`src/card_seq_pkg.sv`:
```
// Constants, register map and state types for the card activation sequencer
package card_seq_pkg;

  // ==========================================================================
  // Sizes
  localparam int unsigned NUM_SLOT = 5;
  localparam int unsigned CNT_W    = 16;
  localparam int unsigned SYNC_W   = 19;

  // ==========================================================================
  // Register offsets (byte addresses)
  localparam logic [7:0] SLOT_STRIDE = 8'h10;
  localparam logic [3:0] SLOT_CFG    = 4'h0;
  localparam logic [3:0] SLOT_FLAG   = 4'h4;
  localparam logic [3:0] SLOT_DELAY  = 4'h8;
  localparam logic [3:0] SLOT_CAPT   = 4'hc;
  localparam logic [7:0] GLOB_CTRL   = 8'h50;
  localparam logic [7:0] GLOB_FLAG   = 8'h54;
  localparam logic [7:0] GLOB_STRAP  = 8'h58;

  // ==========================================================================
  // Slot configuration field positions
  localparam int unsigned CF_VSEL  = 0;
  localparam int unsigned CF_ART   = 2;
  localparam int unsigned CF_RST   = 3;
  localparam int unsigned CF_IOEN  = 4;
  localparam int unsigned CF_CLK   = 5;
  localparam int unsigned CF_HALT  = 6;
  localparam int unsigned CF_IODIS = 7;
  localparam int unsigned CF_CKS   = 8;
  localparam int unsigned CF_MASK  = 11;

  // Slot flag bits (read clears) and status bits
  localparam int unsigned FL_INS   = 0;
  localparam int unsigned FL_VSET  = 1;
  localparam int unsigned FL_OCUR  = 2;
  localparam int unsigned FL_VFLT  = 3;
  localparam int unsigned FL_AERR  = 4;
  localparam int unsigned ST_PRES  = 8;
  localparam int unsigned ST_VGOOD = 9;
  localparam int unsigned ST_DEAC  = 10;

  // Global control bits
  localparam int unsigned GC_PRIM = 0;
  localparam int unsigned GC_SEC  = 1;
  localparam int unsigned GC_SRST = 2;
  localparam int unsigned GS_AUX  = 8;

  // ==========================================================================
  // Synchroniser bit positions
  localparam int unsigned SI_PRES = 0;
  localparam int unsigned SI_AUX  = 2;
  localparam int unsigned SI_VGD  = 3;
  localparam int unsigned SI_OCUR = 8;
  localparam int unsigned SI_IO   = 9;
  localparam int unsigned SI_CCLK = 14;
  localparam int unsigned SI_ACLK = 15;
  localparam int unsigned SI_SEQ  = 16;
  localparam int unsigned SI_WARN = 17;
  localparam int unsigned SI_FAIL = 18;

  // ==========================================================================
  // Reset values and timing
  localparam logic [15:0] DELAY_RESET = 16'h0190;
  localparam logic [15:0] ATR_IGNORE  = 16'h00c8;
  localparam logic [15:0] CNT_MAX     = 16'hffff;
  localparam int unsigned TD_PERIODS  = 8;
  localparam logic [5:0] STEP_STOP    = 6'(5 * TD_PERIODS);
  localparam logic [5:0] STEP_STOP_A  = 6'(5 * TD_PERIODS + TD_PERIODS / 2);
  localparam logic [5:0] STEP_IOCLR   = 6'(6 * TD_PERIODS);
  localparam logic [5:0] STEP_VOFF    = 6'(7 * TD_PERIODS);
  localparam logic [2:0] CKS_ADDR     = 3'h1;
  localparam logic [2:0] CKS_ADDR_DIV = 3'h2;

  // ==========================================================================
  // State types
  typedef enum logic [1:0] {
    SEQ_IDLE     = 2'b00,
    SEQ_RST_LOW  = 2'b01,
    SEQ_RST_HIGH = 2'b11,
    SEQ_DEACT    = 2'b10
  } seq_e;

  typedef struct packed {
    seq_e        st;
    logic [1:0]  vsel;
    logic        auto_reset_timing_enable;
    logic        rst_bit;
    logic        io_en;
    logic        clk_bit;
    logic        halt;
    logic        iodis;
    logic [2:0]  cks;
    logic        mask;
    logic        armed;
    logic [4:0]  flags;
    logic [15:0] delay;
    logic [15:0] cnt;
    logic [15:0] capt;
    logic [5:0]  step;
    logic        rst_pin;
    logic        clk_pin;
    logic        io_lvl;
  } slot_s;

endpackage

```
`src/card_activation_sequencer.sv`:
```
// Five-slot card activation, reset timing and deactivation sequencer
//
// Design decisions made here: the register offsets and the APB register port.
`timescale 1ns/1ns

module card_activation_sequencer #(
  parameter int unsigned NUM_SLOT = 5
) (
  input  wire logic              pclk,
  input  wire logic              presetn,
  input  wire logic              clk_en,
  input  wire logic              psel,
  input  wire logic              penable,
  input  wire logic              pwrite,
  input  wire logic [7:0]        paddr,
  input  wire logic [31:0]       pwdata,
  output logic      [31:0]       prdata,
  output logic                   pready,
  output logic                   pslverr,
  input  wire logic [1:0]        card_presence_pin,
  input  wire logic              aux_supply_good,
  input  wire logic [4:0]        card_voltage_good,
  input  wire logic              overcurrent_pin,
  input  wire logic [4:0]        card_io_in,
  input  wire logic              internal_card_clock,
  input  wire logic              address_clock_input,
  input  wire logic              sequencer_clock,
  input  wire logic              power_warn_level,
  input  wire logic              power_fail_level,
  output logic [4:0][1:0]        card_voltage_select,
  output logic [4:0]             card_reset_pin,
  output logic [4:0]             card_clock_pin,
  output logic [4:0]             card_io_out,
  output logic [4:0]             card_io_oe_n,
  output logic                   irq_n
);

  // ==========================================================================
  // Parameter check
  if (NUM_SLOT != card_seq_pkg::NUM_SLOT) begin : g_bad_slots
    $error("Slot count must match the fixed five-slot layout");
  end

  // ==========================================================================
  // State
  typedef struct packed {
    card_seq_pkg::slot_s [4:0]                 sl;
    logic [card_seq_pkg::SYNC_W-1:0]           s1;
    logic [card_seq_pkg::SYNC_W-1:0]           s2;
    logic [card_seq_pkg::SYNC_W-1:0]           s3;
    logic                                      prim_off;
    logic                                      sec_off;
    logic                                      aux_flag;
    logic                                      addr_div;
    logic                                      strap;
    logic [1:0]                                strap_wait;
    logic                                      pready;
    logic                                      pslverr;
    logic [31:0]                               prdata;
    logic                                      irq_n;
  } state_s;

  state_s                          q;
  state_s                          d;
  logic [card_seq_pkg::SYNC_W-1:0] raw;
  logic [card_seq_pkg::SYNC_W-1:0] rise;
  logic [card_seq_pkg::SYNC_W-1:0] fall;
  logic                            setup;
  logic                            done;
  logic                            wr;
  logic                            rd;
  logic [2:0]                      sidx;
  logic [3:0]                      soff;
  logic                            in_slots;
  logic [32:0]                     rword;

  assign raw = {power_fail_level, power_warn_level, sequencer_clock,
                address_clock_input, internal_card_clock, card_io_in,
                overcurrent_pin, card_voltage_good, aux_supply_good,
                card_presence_pin};
  assign rise     = q.s2 & ~q.s3;
  assign fall     = ~q.s2 & q.s3;
  assign setup    = psel & ~penable;
  assign done     = psel & penable & q.pready;
  assign wr       = done & pwrite;
  assign rd       = done & ~pwrite;
  assign sidx     = paddr[6:4];
  assign soff     = paddr[3:0];
  assign in_slots = (paddr < card_seq_pkg::GLOB_CTRL) && (paddr[1:0] == 2'h0);

  // ==========================================================================
  // Register read mux: bit 32 marks a mapped address
  function automatic logic [32:0] read_word(input state_s s,
                                            input logic [7:0] a);
    logic [32:0]         r;
    card_seq_pkg::slot_s x;
    r = '0;
    x = s.sl[0];
    if (a < card_seq_pkg::GLOB_CTRL && a[1:0] == 2'h0) begin
      x = s.sl[a[6:4]];
      r[32] = 1'b1;
      case (a[3:0])
        card_seq_pkg::SLOT_CFG: begin
          r[card_seq_pkg::CF_VSEL +: 2] = x.vsel;
          r[card_seq_pkg::CF_ART]       = x.auto_reset_timing_enable;
          r[card_seq_pkg::CF_RST]       = x.rst_bit;
          r[card_seq_pkg::CF_IOEN]      = x.io_en;
          r[card_seq_pkg::CF_CLK]       = x.clk_bit;
          r[card_seq_pkg::CF_HALT]      = x.halt;
          r[card_seq_pkg::CF_IODIS]     = x.iodis;
          r[card_seq_pkg::CF_CKS +: 3]  = x.cks;
          r[card_seq_pkg::CF_MASK]      = x.mask;
        end
        card_seq_pkg::SLOT_FLAG: begin
          r[4:0] = x.flags;
          if (a[6:4] < 3'h2) begin
            r[card_seq_pkg::ST_PRES] = s.s2[card_seq_pkg::SI_PRES +
                                            32'(a[6:4])];
          end
          r[card_seq_pkg::ST_VGOOD] = s.s2[card_seq_pkg::SI_VGD +
                                           32'(a[6:4])];
          r[card_seq_pkg::ST_DEAC]  = (x.st == card_seq_pkg::SEQ_DEACT);
        end
        card_seq_pkg::SLOT_DELAY: r[15:0] = x.delay;
        card_seq_pkg::SLOT_CAPT:  r[15:0] = x.capt;
        default: r[32] = 1'b0;
      endcase
      if (a[6:4] >= 3'h5) begin
        r = '0;
      end
    end else if (a == card_seq_pkg::GLOB_CTRL) begin
      r[32]                    = 1'b1;
      r[card_seq_pkg::GC_PRIM] = s.prim_off;
      r[card_seq_pkg::GC_SEC]  = s.sec_off;
      r[card_seq_pkg::GS_AUX]  = s.s2[card_seq_pkg::SI_AUX];
    end else if (a == card_seq_pkg::GLOB_FLAG) begin
      r[32] = 1'b1;
      r[0]  = s.aux_flag;
    end else if (a == card_seq_pkg::GLOB_STRAP) begin
      r[32] = 1'b1;
      r[0]  = s.strap;
    end
    return r;
  endfunction

  assign rword = read_word(q, paddr);

  // ==========================================================================
  // Next state
  always_comb begin
    logic       trig;
    logic       active;
    logic       emerg;
    logic       any;
    logic       gate;
    logic       slot_wr;
    logic       src;
    logic [5:0] nstep;
    d       = q;
    trig    = 1'b0;
    active  = 1'b0;
    any     = 1'b0;
    emerg   = 1'b0;
    gate    = 1'b0;
    slot_wr = 1'b0;
    src     = 1'b0;
    nstep   = '0;
    d.s1    = raw;
    d.s2    = q.s1;
    d.s3    = q.s2;

    // Address strap caught once the synchroniser holds the pin level
    if (q.strap_wait != 2'h3) begin
      d.strap      = q.s2[card_seq_pkg::SI_ACLK];
      d.strap_wait = q.strap_wait + 2'h1;
    end
    if (rise[card_seq_pkg::SI_ACLK]) begin
      d.addr_div = ~q.addr_div;
    end

    // APB slave: one wait-free access phase
    d.pready = setup;
    if (setup) begin
      d.prdata  = rword[31:0];
      d.pslverr = ~rword[32];
    end
    if (wr && paddr == card_seq_pkg::GLOB_CTRL) begin
      d.prim_off = pwdata[card_seq_pkg::GC_PRIM];
      d.sec_off  = pwdata[card_seq_pkg::GC_SEC];
    end
    if (rd && paddr == card_seq_pkg::GLOB_FLAG) begin
      d.aux_flag = 1'b0;
    end
    if (rise[card_seq_pkg::SI_AUX]) begin
      d.aux_flag = 1'b1;
    end
    emerg = (wr && paddr == card_seq_pkg::GLOB_CTRL &&
             pwdata[card_seq_pkg::GC_SRST]) ||
            rise[card_seq_pkg::SI_FAIL];

    for (int i = 0; i < 5; i++) begin
      slot_wr = wr && in_slots && sidx == 3'(i);
      if (rd && in_slots && sidx == 3'(i) &&
          soff == card_seq_pkg::SLOT_FLAG) begin
        d.sl[i].flags = '0;
      end
      if (slot_wr && soff == card_seq_pkg::SLOT_FLAG) begin
        d.sl[i].flags = d.sl[i].flags | pwdata[4:0];
      end
      if (slot_wr && soff == card_seq_pkg::SLOT_DELAY) begin
        d.sl[i].delay = pwdata[15:0];
      end
      if (slot_wr && soff == card_seq_pkg::SLOT_CFG &&
          q.sl[i].st != card_seq_pkg::SEQ_DEACT) begin
        // presence gates slots 1 and 2
        // aux supply gates slots 3 to 5
        gate = (i < 2) ? q.s2[card_seq_pkg::SI_PRES + i]
                       : q.s2[card_seq_pkg::SI_AUX];
        if (pwdata[card_seq_pkg::CF_VSEL +: 2] == 2'h0 || gate) begin
          d.sl[i].vsel = pwdata[card_seq_pkg::CF_VSEL +: 2];
        end
        d.sl[i].auto_reset_timing_enable     = pwdata[card_seq_pkg::CF_ART];
        d.sl[i].rst_bit = pwdata[card_seq_pkg::CF_RST];
        d.sl[i].io_en   = pwdata[card_seq_pkg::CF_IOEN];
        d.sl[i].clk_bit = pwdata[card_seq_pkg::CF_CLK];
        d.sl[i].halt    = pwdata[card_seq_pkg::CF_HALT];
        d.sl[i].iodis   = pwdata[card_seq_pkg::CF_IODIS];
        d.sl[i].cks     = pwdata[card_seq_pkg::CF_CKS +: 3];
        d.sl[i].mask    = pwdata[card_seq_pkg::CF_MASK];
      end

      // Hardware events set flags after any clear
      if (i < 2 && (rise[card_seq_pkg::SI_PRES + i] ||
                    fall[card_seq_pkg::SI_PRES + i])) begin
        d.sl[i].flags[card_seq_pkg::FL_INS] = 1'b1;
      end
      if (rise[card_seq_pkg::SI_VGD + i]) begin
        d.sl[i].flags[card_seq_pkg::FL_VSET] = 1'b1;
      end
      if (fall[card_seq_pkg::SI_VGD + i] && q.sl[i].vsel != 2'h0) begin
        d.sl[i].flags[card_seq_pkg::FL_VFLT] = 1'b1;
      end
      if (i == 0 && rise[card_seq_pkg::SI_OCUR]) begin
        d.sl[i].flags[card_seq_pkg::FL_OCUR] = 1'b1;
      end

      active = (q.sl[i].st != card_seq_pkg::SEQ_DEACT) &&
               (d.sl[i].vsel != 2'h0);
      trig = d.sl[i].flags[card_seq_pkg::FL_VFLT] ||
             rise[card_seq_pkg::SI_WARN] ||
             (i < 2 && d.sl[i].flags[card_seq_pkg::FL_INS] &&
              !q.s2[card_seq_pkg::SI_PRES + i]) ||
             (i == 0 && (rise[card_seq_pkg::SI_OCUR] || d.prim_off)) ||
             (i > 0 && d.sec_off);

      if (active && trig) begin
        d.sl[i].st      = card_seq_pkg::SEQ_DEACT;
        d.sl[i].step    = '0;
        d.sl[i].rst_bit = 1'b0;
        d.sl[i].rst_pin = 1'b0;
        d.sl[i].cnt     = '0;
        if (i == 0) begin
          d.prim_off = 1'b1;
        end
      end else begin
        case (q.sl[i].st)
          card_seq_pkg::SEQ_IDLE: begin
            if (!(d.sl[i].auto_reset_timing_enable && d.sl[i].rst_bit)) begin
              d.sl[i].armed = 1'b0;
            end
            if (!d.sl[i].auto_reset_timing_enable) begin
              d.sl[i].rst_pin = d.sl[i].rst_bit;
            end else if (d.sl[i].rst_bit && !q.sl[i].armed) begin
              d.sl[i].armed   = 1'b1;
              d.sl[i].st      = card_seq_pkg::SEQ_RST_LOW;
              d.sl[i].cnt     = '0;
              d.sl[i].rst_pin = 1'b0;
            end
          end
          card_seq_pkg::SEQ_RST_LOW: begin
            if (!(d.sl[i].auto_reset_timing_enable && d.sl[i].rst_bit)) begin
              d.sl[i].st = card_seq_pkg::SEQ_IDLE;
            end else if (fall[card_seq_pkg::SI_IO + i] &&
                         q.sl[i].cnt >= card_seq_pkg::ATR_IGNORE) begin
              d.sl[i].capt = q.sl[i].cnt;
              d.sl[i].st   = card_seq_pkg::SEQ_IDLE;
            end else if (rise[card_seq_pkg::SI_CCLK]) begin
              if (q.sl[i].cnt == q.sl[i].delay) begin
                d.sl[i].rst_pin = 1'b1;
                d.sl[i].cnt     = '0;
                d.sl[i].st      = card_seq_pkg::SEQ_RST_HIGH;
              end else begin
                d.sl[i].cnt = q.sl[i].cnt + 16'h0001;
              end
            end
          end
          card_seq_pkg::SEQ_RST_HIGH: begin
            if (fall[card_seq_pkg::SI_IO + i]) begin
              d.sl[i].capt = q.sl[i].cnt;
              d.sl[i].st   = card_seq_pkg::SEQ_IDLE;
            end else if (rise[card_seq_pkg::SI_CCLK]) begin
              if (q.sl[i].cnt == card_seq_pkg::CNT_MAX) begin
                d.sl[i].flags[card_seq_pkg::FL_AERR] = 1'b1;
                d.sl[i].st = card_seq_pkg::SEQ_IDLE;
              end else begin
                d.sl[i].cnt = q.sl[i].cnt + 16'h0001;
              end
            end
          end
          card_seq_pkg::SEQ_DEACT: begin
            if (rise[card_seq_pkg::SI_SEQ]) begin
              nstep        = q.sl[i].step + 6'h01;
              d.sl[i].step = nstep;
              // address clock source stops at 5.5 units
              if (nstep == ((q.sl[i].cks == card_seq_pkg::CKS_ADDR ||
                             q.sl[i].cks == card_seq_pkg::CKS_ADDR_DIV) ?
                            card_seq_pkg::STEP_STOP_A :
                            card_seq_pkg::STEP_STOP)) begin
                d.sl[i].clk_bit = 1'b0;
                d.sl[i].halt    = 1'b1;
                d.sl[i].io_en   = 1'b1;
                d.sl[i].iodis   = 1'b1;
              end
              if (nstep == card_seq_pkg::STEP_IOCLR) begin
                d.sl[i].io_en = 1'b0;
              end
              if (nstep == card_seq_pkg::STEP_VOFF) begin
                d.sl[i].vsel = 2'h0;
                d.sl[i].st   = card_seq_pkg::SEQ_IDLE;
                d.sl[i].step = '0;
              end
            end
          end
          default: d.sl[i].st = card_seq_pkg::SEQ_IDLE;
        endcase
      end

      if (emerg) begin
        d.sl[i].st      = card_seq_pkg::SEQ_IDLE;
        d.sl[i].vsel    = 2'h0;
        d.sl[i].rst_bit = 1'b0;
        d.sl[i].rst_pin = 1'b0;
        d.sl[i].clk_bit = 1'b0;
        d.sl[i].halt    = 1'b1;
        d.sl[i].io_en   = 1'b0;
        d.sl[i].iodis   = 1'b1;
        d.sl[i].armed   = 1'b0;
        d.sl[i].step    = '0;
        if (i == 0) begin
          d.prim_off = 1'b1;
        end
      end

      case (d.sl[i].cks)
        card_seq_pkg::CKS_ADDR:     src = q.s2[card_seq_pkg::SI_ACLK];
        card_seq_pkg::CKS_ADDR_DIV: src = q.addr_div;
        default:                    src = q.s2[card_seq_pkg::SI_CCLK];
      endcase
      d.sl[i].clk_pin = d.sl[i].clk_bit & ~d.sl[i].halt & src;
      d.sl[i].io_lvl  = 1'b0;

      // any flag pulls the interrupt low
      // slots 2 to 5 may be masked
      if (i == 0 || !d.sl[i].mask) begin
        any = any | (|d.sl[i].flags);
      end
    end
    d.irq_n = ~(any | d.aux_flag);
  end

  // ==========================================================================
  // Registers
  always_ff @(posedge pclk or negedge presetn) begin
    if (!presetn) begin
      q <= '0;
      q.irq_n <= 1'b1;
      for (int i = 0; i < 5; i++) begin
        q.sl[i].delay <= card_seq_pkg::DELAY_RESET;
        q.sl[i].halt  <= 1'b1;
        q.sl[i].iodis <= 1'b1;
      end
    end else if (clk_en) begin
      q <= d;
    end
  end

  // ==========================================================================
  // Outputs
  assign prdata  = q.prdata;
  assign pready  = q.pready;
  assign pslverr = q.pslverr;
  assign irq_n   = q.irq_n;
  for (genvar g = 0; g < 5; g++) begin : g_out
    assign card_voltage_select[g] = q.sl[g].vsel;
    assign card_reset_pin[g]      = q.sl[g].rst_pin;
    assign card_clock_pin[g]      = q.sl[g].clk_pin;
    assign card_io_out[g]         = q.sl[g].io_lvl;
    assign card_io_oe_n[g]        = q.sl[g].io_en;
  end

endmodule

```
`config.mk`:
```
export PLATFORM = sky130hd
export DESIGN_NAME = card_activation_sequencer
export DESIGN_NICKNAME = d
export VERILOG_FILES = /design/src/card_seq_pkg.sv /design/src/card_activation_sequencer.sv
export SDC_FILE = /design/constraint.sdc
export NUM_CORES = 1
export LEC_CHECK = 0
export CELL_PAD_IN_SITES_DETAIL_PLACEMENT = 2
export CELL_PAD_IN_SITES_GLOBAL_PLACEMENT = 2
export CORE_MARGIN = 2
export CORE_UTILIZATION = 45
export DETAILED_ROUTE_END_ITERATION = 16
export DONT_BUFFER_PORTS = 1
export GPL_TIMING_DRIVEN = 0
export PLACE_DENSITY = 0.95
export SLEW_MARGIN = 10
export SYNTH_ARGS = -nofsm -noshare
export SYNTH_HDL_FRONTEND = slang
export SYNTH_SLANG_ARGS = --single-unit
```
`constraint.sdc`:
```
create_clock -name pclk -period 5.4 [get_ports pclk]
set_clock_uncertainty 0.05 [all_clocks]
set_input_delay 0.81 -clock pclk [delete_from_list [all_inputs] [get_ports pclk]]
set_output_delay 0.81 -clock pclk [all_outputs]
set_load 0.05 [all_outputs]
```
-- After elaboration in Yosys (flattened, before gate mapping)
Index checks and enable logic that the tools add are counted.
- register bits: 479
- bits of input ports: 65
- output and inout port bits: 65
- add/subtract/negate cells: 12
- $lt $le $gt $ge: 11
- equal/unequal tests: 202
- mux-type cells: 374
- bitwise logic cells: 44
- reductions and logical operators: 198
- operators by type and width (kind ; number):
    16-bit two-way mux ; 55
    16-bit case mux with 3 select lines ; 5
    77-bit binary-select mux with 3-bit select ; 1
    32-bit two-way mux ; 5
    4-bit inequality test, second input constant ; 40
    16-bit case mux with 2 select lines ; 5
    2-bit two-way mux ; 72
    4-bit two-way mux ; 35
    1-bit two-way mux ; 120
    3-bit inequality test, second input constant ; 40
    6-bit two-way mux ; 16
    16-bit by 1-bit adder with 16-bit output, second input constant ; 5
    16-bit equality test ; 5
    16-bit equality test, second input constant ; 5
    16-bit by 8-bit >= comparator with 1-bit output, second input constant ; 5
    77-bit two-way mux ; 1
    5-bit two-way mux ; 15
    5-bit inequality test, second input constant ; 15
    1-bit logical AND ; 73
    7-bit two-way mux ; 10
    6-bit equality test, second input constant ; 10
    12-bit two-way mux ; 5
    6-bit inequality test, second input constant ; 10
    2-bit inequality test, second input constant ; 26
    other kinds (54) ; 262

-- Logic depth before layout (Yosys ltp)
Gate-level depths: netlist of the first run.
- depth after elaboration: 26
- depth in mapped cells: 17
- mapped depth without buffers: 10

-- Worst setup path before layout of the first run
OpenSTA, ideal clock, no wires.
- path kind: input to register
- start: input port paddr[5]
- end: register q[206] (netlist bit)
- data arrival time: 4.252 ns
- data required time: 5.240 ns
- path slack: 0.988 ns
- stages on the path: 14
- path buffers: 5
- cell sequence: buf_1 buf_1 inv_1 ha_1 nor2b_1 buf_2 or4_1 clkbuf_1 o211ai_1 a211oi_1 a221oi_1 or4_1 clkbuf_1 o41ai_1
- longest elaborated chain between the ends: 15
- elaborated cells between the ends (all ways): 40
- ends and longest elaborated chain (element ; RTL line ; RTL):
    start: declaration ; card_activation_sequencer.sv:15 ; input wire logic [7:0] paddr,
    8-bit by 7-bit < comparator with 1-bit output ; card_activation_sequencer.sv:89 ; assign in_slots = (paddr < card_seq_pkg::GLOB_CTRL) && (paddr[1:0] == 2'h0);
    1-bit logical AND ; card_activation_sequencer.sv:89 ;
    1-bit logical AND (3 in series) ; card_activation_sequencer.sv:203 ; if (rd && in_slots && sidx == 3'(i) &&
    5-bit two-way mux ; card_activation_sequencer.sv:203 ;
    5-bit bitwise OR ; card_activation_sequencer.sv:208 ; d.sl[i].flags = d.sl[i].flags | pwdata[4:0];
    5-bit two-way mux ; card_activation_sequencer.sv:207 ; if (slot_wr && soff == card_seq_pkg::SLOT_FLAG) begin
    1-bit two-way mux, on equally long branches ; card_activation_sequencer.sv:240, card_activation_sequencer.sv:233 ;
    1-bit logical OR or 1-bit logical AND (tied branches) ; card_activation_sequencer.sv:249, card_activation_sequencer.sv:251 ;
    1-bit logical OR ; card_activation_sequencer.sv:250 ; rise[card_seq_pkg::SI_WARN] ||
    1-bit logical OR ; card_activation_sequencer.sv:253 ; (i == 0 && (rise[card_seq_pkg::SI_OCUR] || d.prim_off)) ||
    1-bit logical AND ; card_activation_sequencer.sv:256 ; if (active && trig) begin
    3-bit inequality test (no source line) or 4-bit nonzero test (tied branches) ; n/a ;
    10-bit AND reduction (no source line) ; n/a ;
    end: declaration ; card_activation_sequencer.sv:63 ; state_s q;
Parallel ways exist; a longest one is shown, timed or not.
A chain may end at the register's enable or synchronous reset.

-- Worst setup path after layout of the first run
- start: input port paddr[5]
- end: register q[207] (netlist bit)
Same word-level chain as after synthesis.

==> reports/metrics.yaml, run 1 <==
run_status:
  status: "complete, but fails checks"
  violations: "hold timing, capacitance limit, slew limit, setup timing"
cts:
  clock_path_buffers: 3
  cts_buffers: 55
  htreeDepth: 2
  root_buffer: "clkbuf_16"
  cts.clk_slew.worst_paths_ps: 70
  cts_sinks: 463
  cts_tree: "done"
  worst_skew_pair.late_latency_ps: 670
sta:
  setup_violations: 2
  max_freq_ghz: 0.1826
  rsz0062_at_grt: "no"
  tightest_slew_ps: 1528
  whs_ps: -189.8
  maxSlewHeadroom_pct: -1.850
  fin_crit_sh_pct: 101.4
  timing.final.crit_period_ps: 5477
  setup_slack_ps: -77.25
  hold_viol: 148
  report.final.slew_viol_count: 37
routing:
  drtPass1Iterations: 7
  wirelength_um: 146700
  drtIter0Drc: 3473
  wl_per_cell_um: 39.90
  vias: 26950
  ant_nets: 0
  route.detailed.drc: 0
  viasPerCell: 7.330
worst_setup_path:
  reg2reg_slack_ps: 420
  setup.worst_path.class: "in -> reg"
  required_ps: 5850
  path_max_fanout: 19
  worstSetupStartpointType: "input pin"
  crit_path_end_kind: "register"
  cp.arrival_ps: 5930
power_and_ir_drop:
  pwr_density_cell_nw_per_um2: 318.0
  peakVddDrop_v: 0.0002612
  p_leak_nw: 12.81
synth:
  yosys-top-cells-area: "dfrtp_1 40%, mux2_2 9.9%, o21ai_0 4.0%"
  synthCells: 2768
  yosysSeqAreaShare_pct: 42.99
  async_reset_ff_share_pct: 100.0
  synth_top_cell_by_area: "dfrtp_1"
  synth_top_area_share_pct: 40.46
  syn_area_per_cell_um2: 9.765
  yosys_warnings: 0
  synth_most_common_cell: "dfrtp_1"
  yosys_most_used_dff: "dfrtp_1"
  synth-edff-count: 0
  synthTopCellsByCount: "437 x dfrtp_1, 252 x nand2_1, 237 x mux2_2, 215 x o21ai_0, 189 x nor2_1"
  ys_seq_elements: 463
  syn-cell-area_um2: 27030
  synth.distinct_cells: 92
place:
  dpl.hpwl_um: 100300
  post_dp_cell_area_um2: 28080
  port_buffers: 0
  gp_congestion: 1.040
finish:
  fill_cells: 6068
  final_area_um2: 30070
  finalCoreUtilization_pct: 50.76
  syn2layout_area_growth_pct: 11.27
  final_layout_size_suffix_gt1_share_pct: 17.91
  nets: 2937
grt:
  grt_pass1_vias: 28750
  grt_pass1_wl_um: 211300
  overflow: 0
  grt_max_degree: 464
  antenna_found_initial: 13
  gr-usage-all-layers_pct: 46.70
die:
  start_util_pct: 45.62
  die_height_um: 249.1
  dieWidth_um: 249.1
  dieArea_um2: 62040
  fp-row-count: 89
  core_area_um2: 59240
  io_pins: 130
worst_hold_path:
  hp-class: "in -> async"
flow_run:
  cap_violations: 1
## flip-flops by register name, summed over array words and instances, names as in the netlist
signal / flops
card_clock_pin: 5
card_io_oe_n: 5
card_reset_pin: 5
card_voltage_select: 10
d: 38
irq_n: 1
prdata: 16
pready: 1
pslverr: 1
q: 381
## routing by layer
| metal | share of wire (%) | GRT usage, % | wire (um) |
|---|---|---|---|
| met1 | 36 | 56.64 | 53070 |
| met2 | 44 | 70.88 | 64220 |
| met3 | 11 | 14.11 | 16630 |
| met4 | 8.7 | 33.55 | 12750 |
| met5 | 0.039 | 0 | 57 |
## metrics by stage
| stage | worst slack [ps] | std cells | power, mW | setup TNS [ps] | hold slack [ps] |
|---|---|---|---|---|---|
| final | -77.25 | 3677 | 9.562 | -88.48 | -189.8 |
| after floorplan | 987.6 | 2788 | 4.757 | 0 | 394.6 |
| after CTS | 81.25 | 3669 | 9.407 | 0 | -174.5 |
| after global placement | -1318 | 3561 | 5.279 | -190610 | 415.0 |
| after detailed placement | -1608 | 3561 | 5.392 | -245210 | 435.3 |
| after global routing | 55.70 | 3671 | 9.709 | 0 | -194.4 |
## final timing paths
kind / to / startpoint / cells after the start
hold / removal: q[436] / presetn / 0
max in group asynchronous: q[184] / presetn / 0
setup reg to reg: q[215] / pready / 11
hold reg to reg: prdata[7] / prdata[7] / 2
setup / recovery: q[207] / paddr[5] / 13
min in group pclk: q[386] / pwdata[15] / 1
## layout by cell type, fill, tap and decap left out, drive strengths merged, types with 16 or more instances in the layout
cell / count
a21oi: 99
ha: 20
dfstp: 26
o41ai: 21
nor3: 55
mux2i: 61
a31oi: 18
a22o: 19
conb: 21
nand3: 84
a22oi: 33
o211ai: 20
mux4: 32
nor4: 45
nand4: 34
nand2: 253
clkbuf: 229
and2: 17
or4: 16
nor2: 189
mux2: 238
xnor2: 46
o21ai: 219
nand2b: 47
clkinv: 16
buf: 111
nor2b: 20
o22ai: 40
xor2: 65
o31ai: 68
and3: 28
inv: 66
dfrtp: 437
## final cells by class
type / instances / area (um^2) / area share, %
Tap cell: 773 / 967.2 / 3.216
Clock buffer: 79 / 1577 / 5.242
Clock inverter: 24 / 294.0 / 0.9777
Multi-Input combinational cell: 2004 / 14040 / 46.70
Timing Repair Buffer: 8 / 60.06 / 0.1997
Inverter: 67 / 255.2 / 0.8487
Antenna cell: 6 / 15.01 / 0.04993
Sequential cell: 463 / 11620 / 38.63
Buffer: 253 / 1244 / 4.135
## worst max-delay path, cell delays in order
cell        delay, ps
buf_4             350
clkinvlp_4        360
ha_1              410
nor2b_1           170
buf_2             350
or4_1             470
clkbuf_2          410
o211ai_1          250
a211oi_1          580
a221oi_1          140
or4_1             750
clkbuf_1          330
o41ai_1           520
## report_power, final
part           internal (mW)  switching (mW)  total (mW)  leakage (nW)
logic                  0.450            1.22        1.67          5.79
clock network           2.28            1.77        4.05         0.918
registers               3.63           0.212        3.84          6.11
## cells by family (layout without fill, tap and decap cells)
| logic type | after synthesis | in the layout | synth area share [%] |
|---|---|---|---|
| multiplexers | 331 | 331 | 14.84 |
| buffers and inverters | 321 | 431 | 5.523 |
| AND/OR/NAND/NOR | 840 | 840 | 15.28 |
| XOR/XNOR | 111 | 111 | 3.597 |
| flip-flops | 463 | 463 | 42.99 |
| AO/OA/AOI/OAI | 679 | 679 | 16.76 |
| adder cells (fa/ha/maj) | 22 | 22 | 0.9999 |
| other | 1 | 27 | 0.01387 |
## timing repair
action | CTS | global route
buffers inserted | 6 | 2
gates resized for setup | 12 | 2
hold endpoints to repair | 437 | 437
setup endpoints to repair | 212 | 7
cloned | 0 | 0
pin swaps | 2 | 1
Note: power is estimated with default switching activity, not from simulation.
==> inputs of run 2 (changes only) <==
- SKIP_LAST_GASP: unset -> 1
==> reports/metrics.yaml, run 2 (synthesis results as in run 1) <==
routing:
  ant_nets: 0  # unchanged
  wirelength_um: 146600  # about the same
  viasPerCell: 7.356  # +0.35%
  vias: 27050  # +0.38%
  wl_per_cell_um: 39.87  # about the same
  drtIter0Drc: 3559  # +2.5%
  drtPass1Iterations: 6  # -1
  route.detailed.drc: 0  # unchanged
worst_setup_path:
  worstSetupStartpointType: "input pin"
  crit_path_end_kind: "register"
  reg2reg_slack_ps: 420  # about the same
  reg2reg_to: "q[215]"
  path_max_fanout: 19  # unchanged
  r2r-start: "pready"
  required_ps: 5850  # about the same
  endpoint: "q[207]"
  setup.worst_path.class: "in -> reg"
  reg2reg_depth: 11  # unchanged
  cp.arrival_ps: 6010  # +80 ps
  critPathLaunch: "paddr[5]"
finish:
  largest-register: "q"
  final_area_um2: 30080  # about the same
  largest_register_ffs: 381  # unchanged
  syn2layout_area_growth_pct: 11.28  # about the same
  fin_cells: 3678  # +0.027%
  final_common_cell: "dfrtp_1"
  layout_common_cells: "437 x dfrtp_1, 252 x nand2_1, 237 x mux2_2"
  nets: 2937  # unchanged
  final_layout_size_suffix_gt1_share_pct: 17.91  # unchanged
power_and_ir_drop:
  pwr_density_cell_nw_per_um2: 317.6  # -0.11%
  fin_total_pwr_mw: 9.553  # about the same
  peakVddDrop_v: 0.0002613  # about the same
  p_leak_nw: 12.81  # about the same
sta:
  max_freq_ghz: 0.1798  # -1.5%
  whs_ps: -181.9  # +7.865 ps
  hold_viol: 51  # -66%
  maxSlewHeadroom_pct: -28.16  # -26 points
  tightest_slew_ps: 1922  # +394.6 ps
  setup_slack_ps: -161.0  # -83.77 ps
  setup_violations: 9  # +7
  timing.final.crit_period_ps: 5561  # +83.77 ps
  rsz0062_at_grt: "no"
  tns_ps: -500.0  # -411.5 ps
  report.final.slew_viol_count: 204  # +450%
  fin_crit_sh_pct: 103.0  # +1.6 points
cts:
  cts_sinks: 463  # unchanged
  htreeDepth: 2  # unchanged
  worst_skew_pair.late_latency_ps: 670  # about the same
  cts_tree: "done"
  cts_buffers: 55  # unchanged
  cts.clk_slew.worst_paths_ps: 70  # about the same
  root_buffer: "clkbuf_16"
  clock_path_buffers: 3  # unchanged
grt:
  overflow: 0  # unchanged
  antenna_found_initial: 14  # +1
  grt_max_degree: 464  # unchanged
  grt_pass1_wl_um: 211300  # unchanged
  gr-usage-all-layers_pct: 46.70  # about the same
  grt_pass1_vias: 28740  # -0.031%
place:
  port_buffers: 0  # unchanged
  dpl.hpwl_um: 100300  # unchanged
  gp_congestion: 1.040  # unchanged
  post_dp_cell_area_um2: 28080  # unchanged
  dpl.cell_count: 3561  # unchanged
run_status:
  status: "complete, but fails checks"
  violations: "hold timing, capacitance limit, slew limit, setup timing"
die:
  dieArea_um2: 62040  # unchanged
  start_util_pct: 45.62  # unchanged
  dieWidth_um: 249.1  # unchanged
  die_height_um: 249.1  # unchanged
  core_area_um2: 59240  # unchanged
  io_pins: 130  # unchanged
  fp-row-count: 89  # unchanged
flow_run:
  cap_violations: 1  # unchanged
worst_hold_path:
  hp-class: "in -> async"
-- run 2: cell count changes in the layout (fill, tap and decap cells not counted), sizes merged --
cell / previous run / this run
buf: 111 / 110
clkbuf: 229 / 230
diode: 6 / 7
-- run 2: power breakdown --
group | internal, mW | switching, mW
Sequential | 3.63 | 0.213
Combinational | 0.450 | 1.22
Clock | 2.28 | 1.76
-- run 2: layer usage --
| layer | up-vias | routed length [um] | GRT usage [%] |
|---|---|---|---|
| met1 | 13930 | 53330 | 56.55 |
| met4 | 8 | 12620 | 33.58 |
| li1 | 10260 | - | - |
| met5 | - | 56 | 0 |
| met2 | 2109 | 64220 | 70.94 |
| met3 | 747 | 16410 | 14.16 |
-- run 2: critical path, cell delays in order --
cell	delay (ps)
clkbuf_4	390
clkinvlp_4	370
ha_1	420
nor2b_1	170
buf_2	330
or4_1	470
clkbuf_2	400
o211ai_1	250
a211oi_1	600
a221oi_1	140
or4_1	760
clkbuf_1	330
o41ai_1	520
-- run 2: metrics by stage --
step | hold slack (ps) | setup slack, ps | utilization, %
2_1_floorplan | 394.6 | 987.6 | -
3_3_place_gp | 415.0 | -1318 | 47.38
3_5_place_dp | 435.3 | -1608 | 47.39
4_1_cts | -174.5 | -74.23 | 50.69
5_1_grt | -194.4 | 10.38 | 50.74
6_report | -181.9 | -161.0 | 50.77
-- run 2: worst min-delay path by stage --
stage	start	slack, ps	end
4_1_cts	presetn	-170	q[442]
6_report	presetn	-180	q[432]
3_3_place_gp	prdata[5]	420	prdata[5]
2_1_floorplan	q[262]	390	q[262]
3_5_place_dp	prdata[0]	440	prdata[0]
5_1_grt	presetn	-190	q[115]
-- run 2: area by class of cell --
cell class,count,area (um^2)
Antenna cell,7,17.52
Buffer,253,1244
Clock buffer,79,1577
Clock inverter,24,294.0
Fill cell,6068,29170
Inverter,67,255.2
Multi-Input combinational cell,2004,14040
Sequential cell,463,11620
Tap cell,773,967.2
Timing Repair Buffer,8,60.06
-- run 2: timing repair --
item	in CTS	in global routing
resized for setup	11	3
setup endpoints to repair	212	11
buffers inserted	6	2
hold endpoints to repair	437	437
pin swaps	2	1
